File: config.mk
export PLATFORM = sky130hd
export DESIGN_NAME = gpa_port
export DESIGN_NICKNAME = d
export VERILOG_FILES = /design/src/design/gpa_pkg.sv /design/src/design/gpa_sync.sv /design/src/design/gpa_port.sv
export SDC_FILE = /design/constraint.sdc
export NUM_CORES = 1
export LEC_CHECK = 0
export ABC_CLOCK_PERIOD_IN_PS = 1700
export BUFFER_PORTS_ARGS = -buffer_cell sky130_fd_sc_hd__buf_4
export CAP_MARGIN = 10
export CORE_MARGIN = 10
export CORE_UTILIZATION = 46
export CTS_CLUSTER_SIZE = 14
export DETAILED_ROUTE_END_ITERATION = 16
export PLACE_DENSITY = 0.75
export SLEW_MARGIN = 20
export SYNTH_ARGS = -nofsm -noshare
export SYNTH_HDL_FRONTEND = slang
export SYNTH_SLANG_ARGS = --single-unit
File: constraint.sdc
create_clock -name mclk -period 1.7 [get_ports mclk]
set_clock_uncertainty 0.15 [all_clocks]
set_input_delay 0.085 -clock mclk [delete_from_list [all_inputs] [get_ports mclk]]
set_output_delay 0.085 -clock mclk [all_outputs]
set_load 0.02 [all_outputs]
File: src/design/gpa_pkg.sv
// Package: register map, field layout and reset values of the port block
`default_nettype none
package gpa_pkg;
  localparam int unsigned gpa_aw = 5;
  localparam logic [gpa_aw-1:0] gpa_off_ans_a = 5'h00;
  localparam logic [gpa_aw-1:0] gpa_off_alt = 5'h04;
  localparam logic [gpa_aw-1:0] gpa_off_dat_a = 5'h08;
  localparam logic [gpa_aw-1:0] gpa_off_dir_a = 5'h0c;
  localparam logic [gpa_aw-1:0] gpa_off_dat_b = 5'h10;
  localparam logic [gpa_aw-1:0] gpa_off_dir_b = 5'h14;
  localparam logic [7:0] gpa_ans_mask = 8'h3f;
  localparam logic [7:0] gpa_ans_rst = 8'h3f;
  localparam logic [7:0] gpa_alt_mask = 8'h03;
  localparam logic [7:0] gpa_alt_rst = 8'h00;
  localparam logic [7:0] gpa_dir_rst = 8'hff;
  localparam logic [7:0] gpa_lat_rst = 8'h00;
  localparam int unsigned gpa_ss_bit = 1;
  localparam int unsigned gpa_t0_pin = 4;
  localparam int unsigned gpa_ss_pin_lo = 5;
  localparam int unsigned gpa_ss_pin_hi = 0;
  localparam logic [1:0] gpa_resp_okay = 2'b00;
  localparam logic [1:0] gpa_resp_slverr = 2'b10;
  typedef enum logic [1:0] {
    gpa_w_idle = 2'b00,
    gpa_w_resp = 2'b01
  } gpa_wst_e;
endpackage
`default_nettype wire

File: src/design/gpa_sync.sv
// Two-stage synchroniser bank for pin inputs
`default_nettype none
module gpa_sync #(
  parameter int unsigned width = 8
) (
  input wire logic mclk,
  input wire logic nrst,
  input wire logic [width-1:0] async_in,
  output logic [width-1:0] sync_out
);
  logic [width-1:0] s1_q;
  logic [width-1:0] s2_q;
  always_ff @(posedge mclk) begin
    if (!nrst) begin
      s1_q <= '0;
      s2_q <= '0;
    end else begin
      s1_q <= async_in;
      s2_q <= s1_q;
    end
  end
  assign sync_out = s2_q;
endmodule
`default_nettype wire

File: src/design/gpa_port.sv
// Two 8-bit ports with analog select, pin routing and AXI4-Lite registers
//
// Contract
// - Analog-selected pin always reads zero through the port data register.
// - Analog select never changes output latch or driver behaviour.
// - Analog select bits 7:6 read zero; bits 5:0 map to pins.
// - Select 0 is digital; 1 is analog: the data register reads zero, but the timer0 and slave-select taps still see the pin.
// - Timer0 clock from pin 4 works whatever its direction bit.
// - Slave-select input routes from pin 5 or pin 0.
// - Route bit 1 of alternate register: 0 pin 5, 1 pin 0.
// - Second port is 8-bit bidirectional with 8-bit direction register.
// - Direction 1 tri-states the driver; 0 drives the output latch.
// - Data read returns sampled pins; write updates output latch.
// - Port writes replace the whole latch with the written byte.
// - Direction controls driver even for analog pins.
// - First port direction 1 is input, 0 is output.
`default_nettype none
module gpa_port
  import gpa_pkg::*;
(
  input wire logic mclk,
  input wire logic nrst,
  input wire logic [gpa_pkg::gpa_aw-1:0] s_axi_awaddr,
  input wire logic s_axi_awvalid,
  output logic s_axi_awready,
  input wire logic [31:0] s_axi_wdata,
  input wire logic [3:0] s_axi_wstrb,
  input wire logic s_axi_wvalid,
  output logic s_axi_wready,
  output logic [1:0] s_axi_bresp,
  output logic s_axi_bvalid,
  input wire logic s_axi_bready,
  input wire logic [gpa_pkg::gpa_aw-1:0] s_axi_araddr,
  input wire logic s_axi_arvalid,
  output logic s_axi_arready,
  output logic [31:0] s_axi_rdata,
  output logic [1:0] s_axi_rresp,
  output logic s_axi_rvalid,
  input wire logic s_axi_rready,
  input wire logic [7:0] pa_in,
  output logic [7:0] pa_out,
  output logic [7:0] pa_oe,
  input wire logic [7:0] pb_in,
  output logic [7:0] pb_out,
  output logic [7:0] pb_oe,
  output logic [5:0] analog_en,
  output logic timer0_external_clock_in,
  output logic slave_select_in
);
  import gpa_pkg::*;

  function automatic logic [7:0] pin_read(input logic [7:0] pins,
                                          input logic [7:0] ans);
    pin_read = pins & ~ans;
  endfunction

  logic [7:0] pa_sync;
  logic [7:0] pb_sync;
  gpa_sync #(.width(16)) u_sync (
    .mclk(mclk),
    .nrst(nrst),
    .async_in({pb_in, pa_in}),
    .sync_out({pb_sync, pa_sync})
  );

  logic [7:0] ans_a_q, ans_a_d;
  logic [7:0] alt_q, alt_d;
  logic [7:0] lat_a_q, lat_a_d;
  logic [7:0] dir_a_q, dir_a_d;
  logic [7:0] lat_b_q, lat_b_d;
  logic [7:0] dir_b_q, dir_b_d;
  logic [7:0] rd_a, rd_b;

  assign rd_a = pin_read(pa_sync, ans_a_q);
  assign rd_b = pb_sync;

  // Write channel state
  gpa_wst_e wst_q, wst_d;
  logic aw_have_q, aw_have_d, w_have_q, w_have_d;
  logic [gpa_aw-1:0] awaddr_q, awaddr_d;
  logic [7:0] wdata_q, wdata_d;
  logic wstb_q, wstb_d;
  logic awready_q, awready_d, wready_q, wready_d;
  logic bvalid_q, bvalid_d;
  logic [1:0] bresp_q, bresp_d;

  // Read channel state
  logic arready_q, arready_d, rvalid_q, rvalid_d;
  logic [31:0] rdata_q, rdata_d;
  logic [1:0] rresp_q, rresp_d;

  logic do_wr;
  logic wr_hit;

  function automatic logic addr_ok(input logic [gpa_aw-1:0] a);
    case (a)
      gpa_off_ans_a, gpa_off_alt, gpa_off_dat_a,
      gpa_off_dir_a, gpa_off_dat_b, gpa_off_dir_b: addr_ok = 1'b1;
      default: addr_ok = 1'b0;
    endcase
  endfunction

  always_comb begin
    aw_have_d = aw_have_q;
    w_have_d = w_have_q;
    awaddr_d = awaddr_q;
    wdata_d = wdata_q;
    wstb_d = wstb_q;
    wst_d = wst_q;
    bvalid_d = bvalid_q;
    bresp_d = bresp_q;
    do_wr = 1'b0;
    if (s_axi_awvalid && awready_q) begin
      aw_have_d = 1'b1;
      awaddr_d = s_axi_awaddr;
    end
    if (s_axi_wvalid && wready_q) begin
      w_have_d = 1'b1;
      wdata_d = s_axi_wdata[7:0];
      wstb_d = s_axi_wstrb[0];
    end
    case (wst_q)
      gpa_w_idle: begin
        if (aw_have_q && w_have_q) begin
          do_wr = wstb_q;
          bvalid_d = 1'b1;
          bresp_d = addr_ok(awaddr_q) ? gpa_resp_okay : gpa_resp_slverr;
          aw_have_d = 1'b0;
          w_have_d = 1'b0;
          wst_d = gpa_w_resp;
        end
      end
      gpa_w_resp: begin
        if (s_axi_bready) begin
          bvalid_d = 1'b0;
          wst_d = gpa_w_idle;
        end
      end
      default: wst_d = gpa_w_idle;
    endcase
    awready_d = !aw_have_d && (wst_d == gpa_w_idle);
    wready_d = !w_have_d && (wst_d == gpa_w_idle);
  end

  assign wr_hit = do_wr && addr_ok(awaddr_q);

  // Register writes; byte lane 0 carries all data
  always_comb begin
    ans_a_d = ans_a_q;
    alt_d = alt_q;
    lat_a_d = lat_a_q;
    dir_a_d = dir_a_q;
    lat_b_d = lat_b_q;
    dir_b_d = dir_b_q;
    if (wr_hit) begin
      case (awaddr_q)
        gpa_off_ans_a: ans_a_d = wdata_q & gpa_ans_mask;
        gpa_off_alt: alt_d = wdata_q & gpa_alt_mask;
        // Whole latch rewritten with the new byte; the pins are not read
        gpa_off_dat_a: lat_a_d = wdata_q;
        gpa_off_dir_a: dir_a_d = wdata_q;
        gpa_off_dat_b: lat_b_d = wdata_q;
        gpa_off_dir_b: dir_b_d = wdata_q;
        default: ;
      endcase
    end
  end

  always_comb begin
    arready_d = arready_q;
    rvalid_d = rvalid_q;
    rdata_d = rdata_q;
    rresp_d = rresp_q;
    if (rvalid_q && s_axi_rready) begin
      rvalid_d = 1'b0;
      arready_d = 1'b1;
    end
    if (s_axi_arvalid && arready_q) begin
      arready_d = 1'b0;
      rvalid_d = 1'b1;
      rresp_d = addr_ok(s_axi_araddr) ? gpa_resp_okay : gpa_resp_slverr;
      case (s_axi_araddr)
        gpa_off_ans_a: rdata_d = {24'h000000, ans_a_q};
        gpa_off_alt: rdata_d = {24'h000000, alt_q};
        gpa_off_dat_a: rdata_d = {24'h000000, rd_a};
        gpa_off_dir_a: rdata_d = {24'h000000, dir_a_q};
        gpa_off_dat_b: rdata_d = {24'h000000, rd_b};
        gpa_off_dir_b: rdata_d = {24'h000000, dir_b_q};
        default: rdata_d = 32'h00000000;
      endcase
    end
  end

  always_ff @(posedge mclk) begin
    if (!nrst) begin
      wst_q <= gpa_w_idle;
      aw_have_q <= 1'b0;
      w_have_q <= 1'b0;
      awaddr_q <= '0;
      wdata_q <= 8'h00;
      wstb_q <= 1'b0;
      awready_q <= 1'b1;
      wready_q <= 1'b1;
      bvalid_q <= 1'b0;
      bresp_q <= gpa_resp_okay;
      arready_q <= 1'b1;
      rvalid_q <= 1'b0;
      rdata_q <= 32'h00000000;
      rresp_q <= gpa_resp_okay;
      ans_a_q <= gpa_ans_rst;
      alt_q <= gpa_alt_rst;
      lat_a_q <= gpa_lat_rst;
      dir_a_q <= gpa_dir_rst;
      lat_b_q <= gpa_lat_rst;
      dir_b_q <= gpa_dir_rst;
    end else begin
      wst_q <= wst_d;
      aw_have_q <= aw_have_d;
      w_have_q <= w_have_d;
      awaddr_q <= awaddr_d;
      wdata_q <= wdata_d;
      wstb_q <= wstb_d;
      awready_q <= awready_d;
      wready_q <= wready_d;
      bvalid_q <= bvalid_d;
      bresp_q <= bresp_d;
      arready_q <= arready_d;
      rvalid_q <= rvalid_d;
      rdata_q <= rdata_d;
      rresp_q <= rresp_d;
      ans_a_q <= ans_a_d;
      alt_q <= alt_d;
      lat_a_q <= lat_a_d;
      dir_a_q <= dir_a_d;
      lat_b_q <= lat_b_d;
      dir_b_q <= dir_b_d;
    end
  end

  // Pad drive and peripheral taps, all registered
  logic [7:0] pa_out_q, pa_oe_q, pb_out_q, pb_oe_q;
  logic [5:0] an_q;
  logic t0_q, ss_q;
  logic t0_d, ss_d;

  always_comb begin
    // Pin 4 pad value feeds the timer even when driven by the latch
    t0_d = pa_sync[gpa_t0_pin];
    ss_d = alt_q[gpa_ss_bit] ? pa_sync[gpa_ss_pin_hi]
                             : pa_sync[gpa_ss_pin_lo];
  end

  always_ff @(posedge mclk) begin
    if (!nrst) begin
      pa_out_q <= gpa_lat_rst;
      pa_oe_q <= 8'h00;
      pb_out_q <= gpa_lat_rst;
      pb_oe_q <= 8'h00;
      an_q <= gpa_ans_rst[5:0];
      t0_q <= 1'b0;
      ss_q <= 1'b0;
    end else begin
      pa_out_q <= lat_a_q;
      pa_oe_q <= ~dir_a_q;
      pb_out_q <= lat_b_q;
      pb_oe_q <= ~dir_b_q;
      an_q <= ans_a_q[5:0];
      t0_q <= t0_d;
      ss_q <= ss_d;
    end
  end

  assign pa_out = pa_out_q;
  assign pa_oe = pa_oe_q;
  assign pb_out = pb_out_q;
  assign pb_oe = pb_oe_q;
  assign analog_en = an_q;
  assign timer0_external_clock_in = t0_q;
  assign slave_select_in = ss_q;
  assign s_axi_awready = awready_q;
  assign s_axi_wready = wready_q;
  assign s_axi_bvalid = bvalid_q;
  assign s_axi_bresp = bresp_q;
  assign s_axi_arready = arready_q;
  assign s_axi_rvalid = rvalid_q;
  assign s_axi_rdata = rdata_q;
  assign s_axi_rresp = rresp_q;
endmodule
`default_nettype wire

==> flow_summary_export.csv <==
group,metric,value,unit
synthesis,synth.most_common_cell,"dfxtp_1",
sta,clock.fmax,609,MHz
sta,relSlewSlack,0.671,
synthesis,ys_ff_latch,145,
power,comb_power_share,0.072,
detailed_routing,drc,0,
final_layout,final_nets,722,
die,io_pins,150,
critical_path,critPathMaxFanout,6,
synthesis,synth_edf_count,0,
power,peakVddDrop,0.658,mV
sta,worstMarginPinSlew,489,ps
detailed_routing,top_layer_used,"met4",
critical_path,critPathCaptureType,"flip-flop",
detailed_routing,vias,3863,
power,finalPower,7.76,mW
die,die_w,125,microns
synthesis,ys_top_cells_by_count,"dfxtp_1, nand2_1, and2_1",
cts,cts.sinks,145,
sta,rsz0062_at_grt,"yes",
sta,fin_crit_sh,0.966,
job,drv_cap,0,
cts,cts_max_level,4,
synthesis,yosys_warnings,0,
die,core-area,0.0108,sq mm
synthesis,synth_top_area_cell,"dfxtp_1",
sta,tns,0,ps
detailed_routing,drt-met1-wl,5230,microns
synthesis,synth_top_area_frac,0.569,
critical_path,crit_arrival,1920,ps
global_route,gr-total-overflow,0,
synthesis,syn_inst,492,
critical_path,path_class,"flip-flop to flip-flop",
critical_path,cp-start-kind,"flip-flop",
synthesis,synthesis.area,0.00510,sq mm
sta,timing.final.crit_period,1640,ps
detailed_routing,first_pass_iters,6,
synthesis,synth-async-reset-ratio,0,
sta,fin_ws,57.7,ps
die,initial_core_util,0.471,
global_route,grt_max_degree,35,
power,p_int,5.88,mW
cts,cts_tree,"yes",
sta,drv_slew,0,
detailed_routing,wl_met3,923,microns
detailed_routing,postRouteAntennaNets,0,
placed_design,hpwl,8480,microns
placed_design,portBuffers,96,
power,seqPwrFrac,0.455,
synthesis,synthFlopType,"dfxtp_1",
detailed_routing,wl,13000,microns
power,p_per_area,1100,mW/mm^2
sta,finalHoldViolations,0,
detailed_routing,wl_per_cell,16.1,microns
critical_path,rr_startpoint,"s_axi_awready",
detailed_routing,routed_via_density,4.79,
final_layout,area_delta_synth_final,38.6,%
cts,worstSkewPairLatency,520,ps
global_route,grt_usage,0.158,
die,dieHeight,125,microns
power,switching_share,0.242,
critical_path,r2r_slack,60,ps
global_route,antenna_found_initial,1,
synthesis,yosys-top-cells-area,"dfxtp_1, and2_1, mux2i_1",
power,clkPwrFrac,0.473,
critical_path,crit_required,1980,ps
run_status,status,"finished clean",
cts,clk_pin_slew,70,ps
critical_path,cp-startpoint,"s_axi_awready",
power,p_sw,1.88,mW
min_path,min_from,"pb_in[3]",
sta,final-setup-viol-count,0,
detailed_routing,wl_met2,6540,microns
detailed_routing,drt_iter0_drc,270,
cts,cts.path.max_buffers,2,
synthesis,synth_seq_area_share,0.569,
cts,clockRootBuffer,"clkbuf_8",
placed_design,place_ws,60.2,ps
placed_design,gp_congestion,0.798,
power,leakage,3.00,nW
global_route,grt_pass1_wl,20100,microns
global_route,grt_pass1_vias,3950,
min_path,holdCritPathClass,"input port to flip-flop",
cts,cts_buffers,17,
final_layout,drive_gt1_frac,0.249,
die,dieArea,0.0157,sq mm
synthesis,synthDistinctLibCells,46,
die,row_count,38,
synthesis,avgSynthCellArea,10.4,sq um
-- logic make-up (layout without fill, tap and decap cells) --
kind of cell,Yosys count,in the layout,share of synthesized area
buffers and inverters,53,201,0.0601
AOI/OAI and AO/OA,64,64,0.0819
DFF,145,145,0.569
muxes,35,35,0.0699
other,1,28,0.000735
and+or+nand+nor,194,194,0.218
-- per-stage QoR --
stage | hold slack (ps) | util | cells | cell area (sq um)
after floorplan | 62.3 | - | 518 | 5200
after global placement | 148 | 0.549 | 723 | 5950
after detailed placement | 146 | 0.549 | 723 | 5950
after CTS | 134 | 0.649 | 805 | 7040
after global routing | 153 | 0.652 | 807 | 7070
final | 155 | 0.652 | 807 | 7070
-- what timing repair did --
item | in CTS | in global routing
gates resized for setup | 0 | 14
endpoints found under the setup margin | 0 | 17
endpoints found under the hold margin | 69 | 0
hold buffers | 50 | 0
buffers inserted | 0 | 1
-- flip-flops by register name, indices dropped and copies added (netlist names), 8 cells and up --
name and flops:
lat_b_q 8, lat_a_q 8, dir_a_q 8, pb_out 8, pb_oe 8, u_sync.sync_out 16, dir_b_q 8, s_axi_rdata 8
u_sync.s1_q 16, pa_out 8, wdata_q 8, pa_oe 8
-- layout make-up --
cell class,instances,area (sq um)
antenna,1,2.50
clock buffer,17,414
clock inverter,15,173
fill,814,3770
inverter,7,26.3
multi-input combinational,320,2000
sequential,145,2910
tap,140,175
timing repair buffer,162,1370
-- power groups by stage --
stage / registers [mW] / logic, mW / clock network, mW
floorplan: 3.61 / 0.296 / 0
global placement: 3.60 / 0.426 / 0
detailed placement: 3.60 / 0.433 / 0
CTS: 3.53 / 0.530 / 3.69
global route: 3.54 / 0.597 / 3.85
finish: 3.53 / 0.556 / 3.67
-- cells in the final DEF (no fill, tap or decap), types with 3 or more instances in the layout --
cell type	n
conb_1	27
and2_1	50
inv_6	5
a21oi_1	10
and3b_1	6
clkbuf_16	16
mux2i_1	30
o21ai_0	23
nor2_1	10
dlygate4sd3_1	50
nand2_1	64
a21boi_0	14
dfxtp_2	4
a221o_1	4
nor2b_1	37
inv_1	6
dfxtp_1	141
buf_4	109
clkinv_4	3
mux2_2	5
-- critical path: stages (launching register included) --
cell           delay (ps)
dfxtp_2               370
nand2_4                80
inv_2                  90
nand2_1                50
dlygate4sd3_1         570
a21boi_0              240
-- worst paths after layout --
kind	cells past startpoint	end
worst min register to register	1	pb_oe[4]
worst min-delay path	3	u_sync.s1_q[11]
worst max-delay path	5	awaddr_q[3]
worst max register to register	5	awaddr_q[3]
-- per-layer routing --
layer  up-vias  track usage
met5         -            0
met4         0       0.0610
met3        26       0.0575
met2       136        0.276
met1      1795        0.169
li1       1906            -
No activity file was read; power rests on OpenSTA's default activity.
